[src/shared/tpsrc_pkg.sv]
// Constants and carrier types for one TDM port control bank.
// Assumes a single system clock and an AHB-Lite master with word accesses.
package tpsrc_pkg;
	// Register indices; byte address is four times (index plus port number times port stride)
	localparam logic [15:0] IDX_FORMAT = 16'h6200;
	localparam logic [15:0] IDX_SEG = 16'h6202;
	localparam logic [15:0] IDX_REASM = 16'h6204;
	localparam logic [15:0] IDX_SVC = 16'h6206;
	localparam logic [15:0] IDX_IRQ_STAT = 16'h620c;
	localparam logic [15:0] IDX_IRQ_MASK = 16'h620e;
	localparam logic [15:0] PORT_STRIDE = 16'h0010;
	// Writable bit masks; all other bits but the service flags are reserved and read zero
	localparam logic [15:0] MASK_FORMAT = 16'h6000;
	localparam logic [15:0] MASK_SEG = 16'he1ff;
	localparam logic [15:0] MASK_REASM = 16'hfc1f;
	localparam logic [15:0] MASK_SVC_EN = 16'h000e;
	localparam logic [2:0] MASK_IRQ = 3'h7;
	// Reset values
	localparam logic [15:0] RST_FORMAT = 16'h0000;
	localparam logic [15:0] RST_SEG = 16'h0000;
	localparam logic [15:0] RST_REASM = 16'h0000;
	localparam logic [15:0] RST_SVC = 16'h0040;
	// Bit positions
	localparam int FMT_LSB = 13;
	localparam int FMT_MSB = 14;
	localparam int SEG_BASE_MSB = 8;
	localparam int REASM_BASE_MSB = 4;
	localparam int B_ACTIVE = 13;
	localparam int B_INT_EN = 14;
	localparam int B_EXT_EN = 15;
	localparam int B_REPLAY = 10;
	localparam int B_EDGE = 11;
	localparam int B_LOSS_OUT = 12;
	localparam int B_SE_LOS = 1;
	localparam int B_SE_UOB = 2;
	localparam int B_SE_SOB = 3;
	localparam int B_FL_LOS = 6;
	localparam int B_FL_UOB = 7;
	localparam int B_FL_SOB = 8;
	// Data format codes
	localparam logic [1:0] FMT_UNSTRUCT = 2'h1;
	// Bus constants
	localparam logic [1:0] HTRANS_NONSEQ = 2'h2;
	localparam logic [1:0] HRESP_OKAY = 2'h0;
	// Bus slave states
	typedef enum logic [1:0] {BUS_IDLE, BUS_WAIT, BUS_DONE} tpsrc_bus_state_t;
	// External memory request: enable and 20-bit word address
	typedef struct packed {
		logic en;
		logic [19:0] addr;
	} tpsrc_mem_req_t;
	// Byte with a valid qualifier
	typedef struct packed {
		logic valid;
		logic [7:0] data;
	} tpsrc_byte_t;
endpackage : tpsrc_pkg

[src/verilog/tpsrc_port_ctrl.sv]
// Per-port TDM segmentation/reassembly control registers and their gating.
// Assumes AHB-Lite single word transfers, one slave, same clock for all but
// the loss-of-signal pin, which is resynchronised here.
//
// How it works
// seg base 8:0 gives address bits 19:11
// seg port inactive blocks data forwarding
// input buffer writes only with seg internal enable
// structured memory writes need seg external enable
// reasm base 4:0 gives address bits 19:15
// structured underrun: replay or silence by bit10
// bit 11 picks output launch edge
// software keeps bit 11 zero on backplane bus
// unstructured mode drives loss pin from bit12
// reasm port inactive releases output data pins
// output bytes flow only with reasm internal enable
// structured memory reads need reasm external enable
// loss flag with enable raises service flag
// unstructured buffer error raises service flag
// structured buffer error raises service flag
// format field selects none/unstruct/struct/struct-wide
// loss flag latched, cleared by writing zero; code ignores the clear until the format register is written
// reserved bits read zero, ignore writes
// register set repeats every sixteen bytes per port; code steps 64 bytes (sixteen indices)
//
// Our own choice: register access over AHB-Lite.
module tpsrc_port_ctrl #(
	parameter logic [15:0] PORT_NUM = 16'h0000
) (
	input wire logic I_CLK,
	input wire logic I_RESETN,
	input wire logic I_HSEL,
	input wire logic [31:0] I_HADDR,
	input wire logic [1:0] I_HTRANS,
	input wire logic I_HWRITE,
	input wire logic [2:0] I_HSIZE,
	input wire logic [31:0] I_HWDATA,
	input wire logic I_HREADY,
	output logic [31:0] O_HRDATA,
	output logic O_HREADYOUT,
	output logic [1:0] O_HRESP,
	input wire tpsrc_pkg::tpsrc_byte_t I_TDM_IN,
	output tpsrc_pkg::tpsrc_byte_t O_SEG_FORWARD,
	output tpsrc_pkg::tpsrc_byte_t O_INBUF_WRITE,
	input wire logic I_SEG_MEM_REQ,
	input wire logic [10:0] I_SEG_MEM_OFFSET,
	output tpsrc_pkg::tpsrc_mem_req_t O_SEG_MEM,
	input wire logic I_REASM_MEM_REQ,
	input wire logic [14:0] I_REASM_MEM_OFFSET,
	output tpsrc_pkg::tpsrc_mem_req_t O_REASM_MEM,
	input wire tpsrc_pkg::tpsrc_byte_t I_OUTBUF,
	input wire logic I_UNDERRUN,
	input wire logic [7:0] I_REPLAY_BYTE,
	input wire logic [7:0] I_SILENCE_BYTE,
	output tpsrc_pkg::tpsrc_byte_t O_OUT_BYTE,
	output logic O_SERIAL_DATA_OUT_OE,
	output logic O_OUTPUT_LAUNCH_RISING,
	input wire logic I_CAS_OUT,
	output logic O_OUTGOING_LOSS_PIN,
	input wire logic I_SIGNAL_LOSS,
	input wire logic I_UNSTRUCT_OUTBUF_ERR,
	input wire logic I_STRUCT_OUTBUF_ERR,
	output logic [1:0] O_DATA_FORMAT,
	output logic O_PORT_SERVICE_FLAG,
	output logic O_IRQ
);
	import tpsrc_pkg::*;

	// Byte address of a register index for this port
	function automatic logic [31:0] byte_addr(input logic [15:0] idx);
		logic [15:0] sum;
		sum = 16'(idx + 16'(PORT_NUM * PORT_STRIDE));
		return {14'h0000, sum, 2'h0};
	endfunction : byte_addr

	// Merge a write into a register through its writable mask
	function automatic logic [15:0] merge(input logic [15:0] old, input logic [15:0] wd,
		input logic [15:0] mask);
		return (old & ~mask) | (wd & mask);
	endfunction : merge

	tpsrc_bus_state_t state_reg; // Bus slave state
	tpsrc_bus_state_t state_next; // Next bus state
	logic [31:0] addr_reg; // Latched address phase
	logic write_reg; // Latched direction
	logic [31:0] rdata_reg; // Registered read data
	logic [15:0] format_reg; // Data format register
	logic [15:0] seg_reg; // Segmentation control
	logic [15:0] reasm_reg; // Reassembly control
	logic [15:0] svc_reg; // Service enables and flags
	logic [2:0] irq_stat_reg; // Sticky interrupt events
	logic [2:0] irq_mask_reg; // Interrupt mask
	logic ctrl1_prog_reg; // Format register written since reset
	logic los_meta_reg; // Pin synchroniser, first stage
	logic los_sync_reg; // Pin synchroniser, second stage
	tpsrc_byte_t seg_fwd_reg; // Byte passed on from an active port
	tpsrc_byte_t inbuf_reg; // Input buffer write strobe and byte
	tpsrc_byte_t out_reg; // Byte headed for the output pins
	tpsrc_mem_req_t seg_mem_reg; // Segmentation memory write request
	tpsrc_mem_req_t reasm_mem_reg; // Reassembly memory read request

	// Request decode and commit strobes
	wire accept = I_HSEL && I_HTRANS == HTRANS_NONSEQ && I_HREADY;
	wire commit = state_reg == BUS_WAIT;
	wire wr_commit = commit && write_reg;
	wire [15:0] wd = I_HWDATA[15:0];
	wire sel_format = addr_reg == byte_addr(IDX_FORMAT);
	wire sel_seg = addr_reg == byte_addr(IDX_SEG);
	wire sel_reasm = addr_reg == byte_addr(IDX_REASM);
	wire sel_svc = addr_reg == byte_addr(IDX_SVC);
	wire sel_istat = addr_reg == byte_addr(IDX_IRQ_STAT);
	wire sel_imask = addr_reg == byte_addr(IDX_IRQ_MASK);

	// Mode decode
	wire [1:0] fmt = format_reg[FMT_MSB:FMT_LSB];
	wire structured = fmt[1];
	wire unstructured = fmt == FMT_UNSTRUCT;

	// Event sources: set terms win over software clears
	wire [2:0] ev = {I_STRUCT_OUTBUF_ERR, I_UNSTRUCT_OUTBUF_ERR, los_sync_reg};
	wire los_clr = wr_commit && sel_svc && !wd[B_FL_LOS] && ctrl1_prog_reg;
	wire uob_clr = wr_commit && sel_svc && !wd[B_FL_UOB];
	wire sob_clr = wr_commit && sel_svc && !wd[B_FL_SOB];
	wire [2:0] flags = {svc_reg[B_FL_SOB], svc_reg[B_FL_UOB], svc_reg[B_FL_LOS]};
	wire [2:0] fl_next = ev | (flags & ~{sob_clr, uob_clr, los_clr});
	wire [15:0] svc_en = wr_commit && sel_svc ? (wd & MASK_SVC_EN) : (svc_reg & MASK_SVC_EN);
	wire [2:0] istat_clr = wr_commit && sel_istat ? (wd[2:0] & MASK_IRQ) : 3'h0;

	// Read mux; unmapped and reserved bits read zero
	wire [15:0] rd_mux = sel_format ? format_reg : sel_seg ? seg_reg : sel_reasm ? reasm_reg :
		sel_svc ? svc_reg : sel_istat ? {13'h0000, irq_stat_reg} :
		sel_imask ? {13'h0000, irq_mask_reg} : 16'h0000;

	// Underrun fill byte for structured mode
	wire [7:0] fill = reasm_reg[B_REPLAY] ? I_REPLAY_BYTE : I_SILENCE_BYTE;
	wire [7:0] out_data = structured && I_UNDERRUN ? fill : I_OUTBUF.data;

	// Bus slave next state: one wait cycle for every transfer
	always_comb begin
		case (state_reg)
			BUS_IDLE: state_next = accept ? BUS_WAIT : BUS_IDLE;
			BUS_WAIT: state_next = BUS_DONE;
			BUS_DONE: state_next = accept ? BUS_WAIT : BUS_IDLE;
			default: state_next = BUS_IDLE;
		endcase
	end

	// Bus state and latched address phase
	always_ff @(posedge I_CLK) begin
		if (!I_RESETN) begin
			state_reg <= BUS_IDLE;
			addr_reg <= 32'h00000000;
			write_reg <= 1'b0;
		end else begin
			state_reg <= state_next;
			if (accept && state_reg != BUS_WAIT) begin
				addr_reg <= I_HADDR;
				write_reg <= I_HWRITE;
			end
		end
	end

	// Read data captured in the wait cycle, held through the done cycle
	always_ff @(posedge I_CLK) begin
		if (!I_RESETN) begin
			rdata_reg <= 32'h00000000;
		end else if (commit) begin
			rdata_reg <= {16'h0000, rd_mux};
		end
	end

	// Control registers; writes land at the end of the wait cycle
	always_ff @(posedge I_CLK) begin
		if (!I_RESETN) begin
			format_reg <= RST_FORMAT;
			seg_reg <= RST_SEG;
			reasm_reg <= RST_REASM;
			irq_mask_reg <= 3'h0;
			ctrl1_prog_reg <= 1'b0;
		end else if (wr_commit) begin
			// Masks keep reserved bits at zero
			if (sel_format) format_reg <= merge(format_reg, wd, MASK_FORMAT);
			if (sel_format) ctrl1_prog_reg <= 1'b1;
			if (sel_seg) seg_reg <= merge(seg_reg, wd, MASK_SEG);
			if (sel_reasm) reasm_reg <= merge(reasm_reg, wd, MASK_REASM);
			if (sel_imask) irq_mask_reg <= wd[2:0] & MASK_IRQ;
		end
	end

	// Service register: enables plus latched flags; write zero clears a flag, the loss flag only after a format write
	always_ff @(posedge I_CLK) begin
		if (!I_RESETN) begin
			svc_reg <= RST_SVC;
		end else begin
			svc_reg <= svc_en | (16'(fl_next) << B_FL_LOS);
		end
	end

	// Interrupt status: set wins over write-one clear
	always_ff @(posedge I_CLK) begin
		if (!I_RESETN) begin
			irq_stat_reg <= 3'h0;
		end else begin
			irq_stat_reg <= ev | (irq_stat_reg & ~istat_clr);
		end
	end

	// Two-stage synchroniser for the loss-of-signal pin
	always_ff @(posedge I_CLK) begin
		if (!I_RESETN) begin
			los_meta_reg <= 1'b0;
			los_sync_reg <= 1'b0;
		end else begin
			los_meta_reg <= I_SIGNAL_LOSS;
			los_sync_reg <= los_meta_reg;
		end
	end

	// Segmentation side gating
	always_ff @(posedge I_CLK) begin
		if (!I_RESETN) begin
			seg_fwd_reg <= '0;
			inbuf_reg <= '0;
			seg_mem_reg <= '0;
		end else begin
			seg_fwd_reg.valid <= I_TDM_IN.valid && seg_reg[B_ACTIVE];
			seg_fwd_reg.data <= seg_reg[B_ACTIVE] ? I_TDM_IN.data : 8'h00;
			inbuf_reg.valid <= I_TDM_IN.valid && seg_reg[B_INT_EN];
			inbuf_reg.data <= I_TDM_IN.data;
			seg_mem_reg.en <= I_SEG_MEM_REQ && structured && seg_reg[B_EXT_EN];
			seg_mem_reg.addr <= {seg_reg[SEG_BASE_MSB:0], I_SEG_MEM_OFFSET};
		end
	end

	// Reassembly side gating and underrun fill
	always_ff @(posedge I_CLK) begin
		if (!I_RESETN) begin
			out_reg <= '0;
			reasm_mem_reg <= '0;
		end else begin
			out_reg.valid <= I_OUTBUF.valid && reasm_reg[B_INT_EN];
			out_reg.data <= out_data;
			reasm_mem_reg.en <= I_REASM_MEM_REQ && structured && reasm_reg[B_EXT_EN];
			reasm_mem_reg.addr <= {reasm_reg[REASM_BASE_MSB:0], I_REASM_MEM_OFFSET};
		end
	end

	// Output assignments
	assign O_HREADYOUT = state_reg != BUS_WAIT;
	assign O_HRESP = HRESP_OKAY;
	assign O_HRDATA = rdata_reg;
	assign O_SEG_FORWARD = seg_fwd_reg;
	assign O_INBUF_WRITE = inbuf_reg;
	assign O_SEG_MEM = seg_mem_reg;
	assign O_REASM_MEM = reasm_mem_reg;
	assign O_OUT_BYTE = out_reg;
	assign O_SERIAL_DATA_OUT_OE = reasm_reg[B_ACTIVE];
	// Software must hold this low in backplane bus format
	assign O_OUTPUT_LAUNCH_RISING = reasm_reg[B_EDGE];
	// In structured mode the pin carries signalling instead
	assign O_OUTGOING_LOSS_PIN = unstructured ? reasm_reg[B_LOSS_OUT] : I_CAS_OUT;
	assign O_DATA_FORMAT = fmt;
	assign O_PORT_SERVICE_FLAG = (svc_reg[B_SE_LOS] && svc_reg[B_FL_LOS]) ||
		(svc_reg[B_SE_UOB] && svc_reg[B_FL_UOB]) ||
		(svc_reg[B_SE_SOB] && svc_reg[B_FL_SOB]);
	assign O_IRQ = |(irq_stat_reg & irq_mask_reg);
endmodule : tpsrc_port_ctrl

[config.mk]
export PLATFORM = sky130hd
export DESIGN_NAME = tpsrc_port_ctrl
export DESIGN_NICKNAME = d
export VERILOG_FILES = /design/src/shared/tpsrc_pkg.sv /design/src/verilog/tpsrc_port_ctrl.sv
export SDC_FILE = /design/constraint.sdc
export NUM_CORES = 1
export LEC_CHECK = 0
export ABC_AREA = 0
export BUFFER_PORTS_ARGS = -buffer_cell sky130_fd_sc_hd__buf_2
export CAP_MARGIN = 25
export CORE_AREA = 2 2 119 121
export DETAILED_ROUTE_END_ITERATION = 16
export DIE_AREA = 0 0 121 123
export PLACE_DENSITY = 0.74
export SLEW_MARGIN = 20
export SYNTH_ARGS = -nofsm -noshare
export SYNTH_HDL_FRONTEND = slang
export SYNTH_SLANG_ARGS = --single-unit
export TNS_END_PERCENT = 1
[constraint.sdc]
create_clock -name I_CLK -period 2.4 [get_ports I_CLK]
set_input_delay 0.12 -clock I_CLK [delete_from_list [all_inputs] [get_ports I_CLK]]
set_output_delay 0.12 -clock I_CLK [all_outputs]
set_load 0.03 [all_outputs]
==> results of run 1 <==
[worst max-delay path, cell delays in order, from the launching register on]
cell           delay, ns
dfxtp_1             0.33
nor4b_4             0.38
and4_1              0.24
nand2_1             0.16
nor3_2              0.29
a31oi_1             0.11
dlygate4sd3_1       0.57
[stage by stage]
step	worst slack (ns)	std cells	instance area, µm²	power, W
global route	0.0878	1114	8670	0.00618
detailed placement	0.314	987	7120	0.00322
CTS	0.0659	1114	8670	0.00602
floorplan	0.582	639	6020	0.00306
global placement	0.373	987	7120	0.00321
finish	0.203	1114	8670	0.00596
[cells in the mapped netlist (all sizes together), types with 9 or more instances]
library cell	n
clkbuf	32
and3	13
dfxtp	160
nor2	35
a211oi	9
nand2	106
and2	52
mux2i	28
nand3	10
buf	26
o21ai	24
a21oi	47
nand4	9
[path summary, 6_finish.rpt]
kind	slack [ns]	to
max	0.20	irq_stat_reg[2]$_SDFF_PN0_
min reg2reg	0.41	state_reg[0]$_SDFF_PN0_
min	0.03	O_OUT_BYTE[3]$_SDFF_PN0_
max reg2reg	0.20	irq_stat_reg[2]$_SDFF_PN0_
[area by class of cell]
| type | count | area share, % |
|---|---|---|
| Sequential cell | 160 | 36.9 |
| Multi-Input combinational cell | 413 | 28.5 |
| Timing Repair Buffer | 322 | 24.8 |
| Clock buffer | 18 | 5.06 |
| Tap cell | 180 | 2.60 |
| Clock inverter | 13 | 1.76 |
| Inverter | 8 | 0.346 |
[repair_timing]
item,in CTS,in global routing
hold buffers,96,0
endpoints found under the hold margin,112,0
gates resized for setup,0,1
setup endpoints to repair,0,2
[cells in the final DEF, fill, tap and decap left out, types with 7 or more instances in the layout]
cell and n:
nand2_1 105, a211oi_1 9, nand3_1 8, mux2i_1 28
nor2_1 34, clkbuf_16 17, o21ai_0 9, buf_4 11
conb_1 18, buf_2 213, dlygate4sd3_1 96, inv_1 7
o21ai_2 15, and2_1 52, dfxtp_1 160, and3_1 13
a21oi_1 47, nand4_1 8
[layer usage]
layer,vias to the layer above,GRT usage [%],part of all wire (%)
met2,214,40.3,50
li1,2690,-,-
met4,0,9.16,1.5
met5,-,0,0
met3,20,5.17,7.4
met1,2416,25.8,41
[power groups by stage]
stage / logic [W] / registers (W) / clock network, W
3_5_place_dp: 0.000420 / 0.00280 / 0
5_1_grt: 0.000592 / 0.00274 / 0.00285
2_1_floorplan: 0.000187 / 0.00287 / 0
4_1_cts: 0.000542 / 0.00274 / 0.00274
6_report: 0.000546 / 0.00274 / 0.00268
3_3_place_gp: 0.000415 / 0.00279 / 0
[logic make-up after synthesis]
kind of cell	share of synthesized area, %
simple gates	24.0
mux	4.89
flops	53.8
other cells	0.0629
buf+inv	5.92
compound gates	11.4
==> impl_metrics.env, run 1 <==
export IMPL_drive_gt1_share_pct=31.0
export IMPL_switchingPower_w=0.00142
export IMPL_largest_reg_flops=32
export IMPL_synth_area_leader_cell="dfxtp_1"
export IMPL_async_reset_ff_share_pct=0
export IMPL_drt_total_wl_um=16500
export IMPL_die_h_um=123
export IMPL_drc=0
export IMPL_track_usage_pct=22.5
export IMPL_first_pass_iters=5
export IMPL_hold_path_startpoint="I_OUTBUF[3]"
export IMPL_status="completed"
export IMPL_cts_buffer_depth=2
export IMPL_avgRoutedWirePerCell_um=14.8
export IMPL_layout_area_seq_mm2=0.00320
export IMPL_clk_latency_ns=0.42
export IMPL_rr_startpoint="addr_reg[2]$_SDFFE_PN0P_"
export IMPL_grt_antenna_before_repair=0
export IMPL_final_antenna_net_count=0
export IMPL_cts_tree="done"
export IMPL_ys_types=52
export IMPL_critPathLaunch="addr_reg[2]$_SDFFE_PN0P_"
export IMPL_max_freq_mhz=455
export IMPL_ys_seq_elements=160
export IMPL_min_period_over_period_pct=91.5
export IMPL_overflow=0
export IMPL_fin_util_pct=63.7
export IMPL_initial_core_util_pct=43.8
export IMPL_power_share_switching_pct=23.8
export IMPL_seq_power_share_pct=45.9
export IMPL_internal_power_w=0.00454
export IMPL_synth_edff_count=0
export IMPL_grt_max_degree=48
export IMPL_clkPwrFrac_pct=44.9
export IMPL_fp_row_count=43
export IMPL_setup_violations=0
export IMPL_combPwrFrac_pct=9.2
export IMPL_hold_depth=3
export IMPL_netlist_top_cells_area="dfxtp_1 (54%), nand2_1 (6.6%), and2_1 (5.5%), mux2i_1 (4.7%), a21oi_1 (3.9%)"
export IMPL_multiInputGateArea_mm2=0.00247
export IMPL_skew_ns=0.00654
export IMPL_worst_path_max_fanout=4
export IMPL_synthFlopType="dfxtp_1"
export IMPL_period_minus_slack_ns=2.20
export IMPL_portBuffers=213
export IMPL_fin_setup_tns_ns=0
export IMPL_nFillCells=1121
export IMPL_yosysTopAreaCellShare_pct=53.8
export IMPL_die_area_mm2=0.0149
export IMPL_relSlewSlack_pct=62.5
export IMPL_power_density_mw_per_mm2=687
export IMPL_drtIter0Drc=267
export IMPL_core_mm2=0.0136
export IMPL_startpoint_type="flip-flop"
export IMPL_irDropWorstVdd_mv=0.453
export IMPL_cts_root_buf="clkbuf_16"
export IMPL_routabilityCongestion=0.842
export IMPL_nNetsFinal=1063
export IMPL_synthToLayoutAreaGrowth_pct=45.6
export IMPL_die_width_um=121
export IMPL_tightest_slew_ns=0.561
export IMPL_worstPathRequired_ns=2.70
export IMPL_vias_per_cell=4.79
export IMPL_h_tree_depth=4
export IMPL_ios=252
export IMPL_rsz0062_at_grt="no"
export IMPL_vias=5340
export IMPL_p_leak_nw=3.86
export IMPL_fin_hold_ws_ns=0.0281
export IMPL_worst_r2r_path_depth=6
export IMPL_cts_buffers=17
export IMPL_cts_sinks=160
export IMPL_syn_area_mm2=0.00596
export IMPL_end_kind="flip-flop"
export IMPL_syn_inst=622
export IMPL_arrival_ns=2.50
export IMPL_cts_setup_buffers=0
export IMPL_grt_pass1_wl_um=25800
export IMPL_synth_seq_area_share_pct=53.8
export IMPL_yosys_warnings=0
export IMPL_cts_clk_slew_worst_paths_ns=0.06
export IMPL_grt_pass1_vias=5225
export IMPL_synth_avg_cell_area_um2=9.58
export IMPL_hold_class="input port to flip-flop"
export IMPL_hold_violations=0
export IMPL_diodes=0
export IMPL_worst_setup_path_type="flip-flop to flip-flop"
export IMPL_dp_hpwl_um=10900
export IMPL_drv_cap=0
export IMPL_slew_viol_final=0
No activity file was read; power rests on OpenSTA's default activity.
==> run 2: changes to the inputs <==
--- a/config.mk
+++ b/config.mk
@@ -11,7 +11,7 @@
 export CORE_AREA = 2 2 119 121
 export DETAILED_ROUTE_END_ITERATION = 16
 export DIE_AREA = 0 0 121 123
-export PLACE_DENSITY = 0.74
+export PLACE_DENSITY_LB_ADDON = 0.12
 export SLEW_MARGIN = 20
 export SYNTH_ARGS = -nofsm -noshare
 export SYNTH_HDL_FRONTEND = slang
==> impl_metrics.env, run 2 (synthesis gave the netlist of run 1 again) <==
export IMPL_avgRoutedWirePerCell_um=13.7
export IMPL_grt_pass1_wl_um=24100
export IMPL_power_density_mw_per_mm2=672
export IMPL_crit_path_max_incr_delay_ns=0.58
export IMPL_post_place_ws_ns=0.337
export IMPL_track_usage_pct=20.7
export IMPL_relSlewSlack_pct=59.1
export IMPL_initial_core_util_pct=43.8
export IMPL_die_width_um=121
export IMPL_core_mm2=0.0136
export IMPL_die_area_mm2=0.0149
export IMPL_p_leak_nw=3.84
export IMPL_drive_gt1_share_pct=30.7
export IMPL_switchingPower_w=0.00136
export IMPL_status="completed"
export IMPL_period_minus_slack_ns=2.23
export IMPL_critPathBufInv=1
export IMPL_drtIter0Drc=252
export IMPL_cts_sinks=160
export IMPL_cts_root_buf="clkbuf_16"
export IMPL_routabilityCongestion=0.835
export IMPL_power_share_switching_pct=23.5
export IMPL_worst_setup_path_type="flip-flop to flip-flop"
export IMPL_min_period_over_period_pct=92.8
export IMPL_max_freq_mhz=449
export IMPL_h_tree_depth=4
export IMPL_crit_family="simple AND/OR/NAND/NOR gates"
export IMPL_grt_max_degree=62
export IMPL_dp_hpwl_um=10300
export IMPL_diodes=0
export IMPL_grt_pass1_vias=4991
export IMPL_ios=252
export IMPL_end_kind="flip-flop"
export IMPL_final_cell_mix="buf_2 (213), dfxtp_1 (160), nand2_1 (105)"
export IMPL_fin_util_pct=63.3
export IMPL_cts_tree="done"
export IMPL_portBuffers=213
export IMPL_cts_buffers=17
export IMPL_overflow=0
export IMPL_arrival_ns=2.53
export IMPL_drv_cap=0
export IMPL_nNetsFinal=1061
export IMPL_synthToLayoutAreaGrowth_pct=44.7
export IMPL_largest_reg_flops=32
export IMPL_slowest_stage="dlygate4sd3_1"
export IMPL_worst_path_max_fanout=4
export IMPL_rsz0062_at_grt="no"
export IMPL_combPwrFrac_pct=9.3
export IMPL_drc=0
export IMPL_slew_viol_final=0
export IMPL_layout_area_seq_mm2=0.00320
export IMPL_hold_violations=0
export IMPL_cts_clk_slew_worst_paths_ns=0.06
export IMPL_setup_violations=0
export IMPL_clk_latency_ns=0.42
export IMPL_drt_total_wl_um=15300
export IMPL_fp_row_count=43
export IMPL_die_h_um=123
export IMPL_nFillCells=1172
export IMPL_layout_commonest_cell="buf_2"
export IMPL_clkPwrFrac_pct=43.5
export IMPL_cts_buffer_depth=2
export IMPL_worstPathRequired_ns=2.70
export IMPL_final_antenna_net_count=0
export IMPL_seq_power_share_pct=47.3
export IMPL_setup_slack_ns=0.173
export IMPL_grt_antenna_before_repair=0
export IMPL_irDropWorstVdd_mv=0.452
export IMPL_hold_class="input port to flip-flop"
export IMPL_vias=5247
export IMPL_skew_ns=0.00997
export IMPL_vias_per_cell=4.71
export IMPL_multiInputGateArea_mm2=0.00247
export IMPL_tightest_slew_ns=0.608
export IMPL_cts_setup_buffers=0
export IMPL_startpoint_type="flip-flop"
export IMPL_crit_chain="nor4_4 > and4_1 > nand2_1 > nor3_2 > a31oi_1 > dlygate4sd3_1"
export IMPL_fin_setup_tns_ns=0
export IMPL_internal_power_w=0.00443
export IMPL_first_pass_iters=4
run 2: per-layer routing:
layer	up-vias	track usage (%)	part of all wire, %
li1	2684	-	-
met1	2385	26.3	43
met2	157	34.2	49
met3	21	5.12	6.1
met4	0	7.27	1.5
met5	-	0	0
run 2: power by group through the flow:
stage	Sequential, W	Clock [W]	Combinational, W
after floorplan	0.00287	0	0.000187
after global placement	0.00279	0	0.000404
after detailed placement	0.00280	0	0.000412
after CTS	0.00274	0.00257	0.000534
after global routing	0.00274	0.00268	0.000582
final	0.00274	0.00252	0.000536
run 2: area by class of cell:
type                       instances  area share (%)
clock inverter                    11            1.20
clock buffer                      21            5.22
multi-input combinational        413            28.7
inverter                           8           0.348
timing repair buffer             320            24.8
sequential                       160            37.2
tap                              180            2.61
run 2: stage by stage:
stage          hold WS, ns  area (µm²)  power (W)  std cells
2_1_floorplan        0.221        6020    0.00306        639
3_3_place_gp         0.325        7100    0.00320        985
3_5_place_dp         0.329        7100    0.00321        985
4_1_cts            0.00965        8620    0.00584       1113
5_1_grt             0.0388        8620    0.00601       1113
6_report            0.0251        8620    0.00579       1113
run 2: final timing paths:
| kind | start | end | slack (ns) | depth (start not counted) |
|---|---|---|---|---|
| max | addr_reg[23]$_SDFFE_PN0P_ | irq_stat_reg[1]$_SDFF_PN0_ | 0.17 | 6 |
| min | I_OUTBUF[6] | O_OUT_BYTE[6]$_SDFF_PN0_ | 0.03 | 3 |
| max reg2reg | addr_reg[23]$_SDFFE_PN0P_ | irq_stat_reg[1]$_SDFF_PN0_ | 0.17 | 6 |
| min reg2reg | state_reg[0]$_SDFF_PN0_ | state_reg[0]$_SDFF_PN0_ | 0.41 | 1 |
run 2: repair_timing:
| action | 4_1_cts | 5_1_grt |
|---|---|---|
| hold buffers | 96 | 0 |
| gates resized for setup | 0 | 1 |
| hold endpoints to repair | 112 | 0 |
| setup endpoints to repair | 0 | 2 |
run 2: tightest hold or removal path, cell delays in order:
cell	delay, ns
buf_2	0.09
nor2_1	0.11
a211oi_1	0.07
==> run 3: changes to the inputs <==
--- a/config.mk
+++ b/config.mk
@@ -11,6 +11,7 @@
 export CORE_AREA = 2 2 119 121
 export DETAILED_ROUTE_END_ITERATION = 16
 export DIE_AREA = 0 0 121 123
+export HOLD_SLACK_MARGIN = 0.05
 export PLACE_DENSITY_LB_ADDON = 0.12
 export SLEW_MARGIN = 20
 export SYNTH_ARGS = -nofsm -noshare
==> impl_metrics.env, run 3 (synthesis gave the netlist of run 1 again) <==
export IMPL_fp_row_count=43
export IMPL_cts_clk_slew_worst_paths_ns=0.06
export IMPL_relSlewSlack_pct=60.7
export IMPL_worst_path_max_fanout=4
export IMPL_grt_antenna_before_repair=0
export IMPL_drt_total_wl_um=15500
export IMPL_hold_class="input port to flip-flop"
export IMPL_routabilityCongestion=0.835
export IMPL_max_freq_mhz=447
export IMPL_drive_gt1_share_pct=30.4
export IMPL_startpoint_type="flip-flop"
export IMPL_vias=5311
export IMPL_crit_family="simple AND/OR/NAND/NOR gates"
export IMPL_slew_viol_final=0
export IMPL_die_h_um=123
export IMPL_clk_latency_ns=0.42
export IMPL_hold_depth=3
export IMPL_p_leak_nw=3.88
export IMPL_first_pass_iters=4
export IMPL_reg2reg_slack_ns=0.16
export IMPL_end_kind="flip-flop"
export IMPL_irDropWorstVdd_mv=0.453
export IMPL_worst_setup_path_type="flip-flop to flip-flop"
export IMPL_cts_tree="done"
export IMPL_grt_pass1_wl_um=24400
export IMPL_ios=252
export IMPL_critPathBufInv=1
export IMPL_setup_violations=0
export IMPL_die_area_mm2=0.0149
export IMPL_r2r_end="irq_stat_reg[1]$_SDFF_PN0_"
export IMPL_final_area_mm2=0.00871
export IMPL_min_to="O_OUT_BYTE[4]$_SDFF_PN0_"
export IMPL_arrival_ns=2.54
export IMPL_worstPathRequired_ns=2.70
export IMPL_final_cell_mix="buf_2 (213), dfxtp_1 (160), nand2_1 (105), dlygate4sd3_1 (105), and2_1 (52)"
export IMPL_portBuffers=213
export IMPL_layout_commonest_cell="buf_2"
export IMPL_skew_ns=0.00891
export IMPL_min_period_over_period_pct=93.2
export IMPL_final_antenna_net_count=0
export IMPL_cts_buffers=17
export IMPL_die_width_um=121
export IMPL_nNetsFinal=1070
export IMPL_overflow=0
export IMPL_cts_root_buf="clkbuf_16"
export IMPL_rr_startpoint="addr_reg[23]$_SDFFE_PN0P_"
export IMPL_largest_reg_flops=32
export IMPL_p_total_w=0.00580
export IMPL_hold_violations=0
export IMPL_status="completed"
export IMPL_diodes=0
export IMPL_grt_max_degree=62
export IMPL_worst_r2r_path_depth=6
export IMPL_vias_per_cell=4.73
export IMPL_drv_cap=0
export IMPL_rsz0062_at_grt="no"
export IMPL_synthToLayoutAreaGrowth_pct=46.2
export IMPL_fin_setup_tns_ns=0
export IMPL_crit_path_max_incr_delay_ns=0.58
export IMPL_tightest_slew_ns=0.584
export IMPL_cts_buffer_depth=2
export IMPL_cts_sinks=160
export IMPL_crit_chain="nor4_4 > and4_1 > nand2_1 > nor3_2 > a31oi_1 > dlygate4sd3_1"
export IMPL_drc=0
export IMPL_hold_path_startpoint="I_SILENCE_BYTE[4]"
export IMPL_period_minus_slack_ns=2.24
export IMPL_dp_hpwl_um=10300
export IMPL_core_mm2=0.0136
export IMPL_power_density_mw_per_mm2=666
export IMPL_slowest_stage="dlygate4sd3_1"
export IMPL_initial_core_util_pct=43.8
export IMPL_grt_pass1_vias=5043
export IMPL_drtIter0Drc=263
export IMPL_placed_area_mm2=0.00710
export IMPL_h_tree_depth=4
export IMPL_avgRoutedWirePerCell_um=13.8
export IMPL_track_usage_pct=20.9
## run 3: cell types whose count changed in the layout (fill, tap and decap cells not counted)
cell / previous run / this run
dlygate4sd3_1: 96 / 105
## run 3: worst max-delay path by stage
stage,start,end,slack [ns],cells after the start
floorplan,addr_reg[2]$_SDFFE_PN0P_,reasm_reg[1]$_SDFFE_PN0P_,0.58,7
global placement,addr_reg[12]$_SDFFE_PN0P_,seg_reg[15]$_SDFFE_PN0P_,0.38,6
detailed placement,addr_reg[12]$_SDFFE_PN0P_,seg_reg[15]$_SDFFE_PN0P_,0.34,6
CTS,addr_reg[23]$_SDFFE_PN0P_,irq_stat_reg[2]$_SDFF_PN0_,0.08,6
global route,addr_reg[2]$_SDFFE_PN0P_,irq_stat_reg[1]$_SDFF_PN0_,0.03,6
finish,addr_reg[23]$_SDFFE_PN0P_,irq_stat_reg[1]$_SDFF_PN0_,0.16,6
## run 3: routing by layer
layer	track usage (%)	wire [µm]	vias up
met5	0	0	-
met4	7.27	236	0
met3	5.12	963	21
met2	35.1	7640	159
met1	26.3	6670	2427
li1	-	-	2704
## run 3: what timing repair did
item / CTS / global route
hold endpoints to repair: 120 / 0
hold buffers: 105 / 0
gates resized for setup: 0 / 1
buffers inserted: 0 / 0
endpoints found under the setup margin: 0 / 2
## run 3: cell type report
type | instances | area (µm²)
clock inverters | 11 | 104
fillers | 1164 | 4900
clock buffers | 21 | 450
multi-input cells | 413 | 2470
repair buffers | 329 | 2220
inverters | 8 | 30.0
well taps | 180 | 225
flip-flops and latches | 160 | 3200
## run 3: worst register-to-register path: stages, from the launching register on
cell	delay [ns]
dfxtp_1	0.33
nor4_4	0.35
and4_1	0.23
nand2_1	0.17
nor3_2	0.32
a31oi_1	0.13
dlygate4sd3_1	0.58
## run 3: report_power, final
group	switching [W]	internal, W	total (W)
sequential	0.0000248	0.00271	0.00274
combinational	0.000286	0.000263	0.000549
clock	0.00105	0.00146	0.00252
## run 3: metrics by stage
step / cells / worst slack [ns] / util, % / hold slack [ns]
floorplan: 639 / 0.582 / - / 0.221
global placement: 985 / 0.378 / 52.2 / 0.325
detailed placement: 985 / 0.337 / 52.2 / 0.329
CTS: 1122 / 0.0757 / 64.0 / 0.0552
global route: 1122 / 0.0323 / 64.0 / 0.0686
finish: 1122 / 0.162 / 64.0 / 0.0652
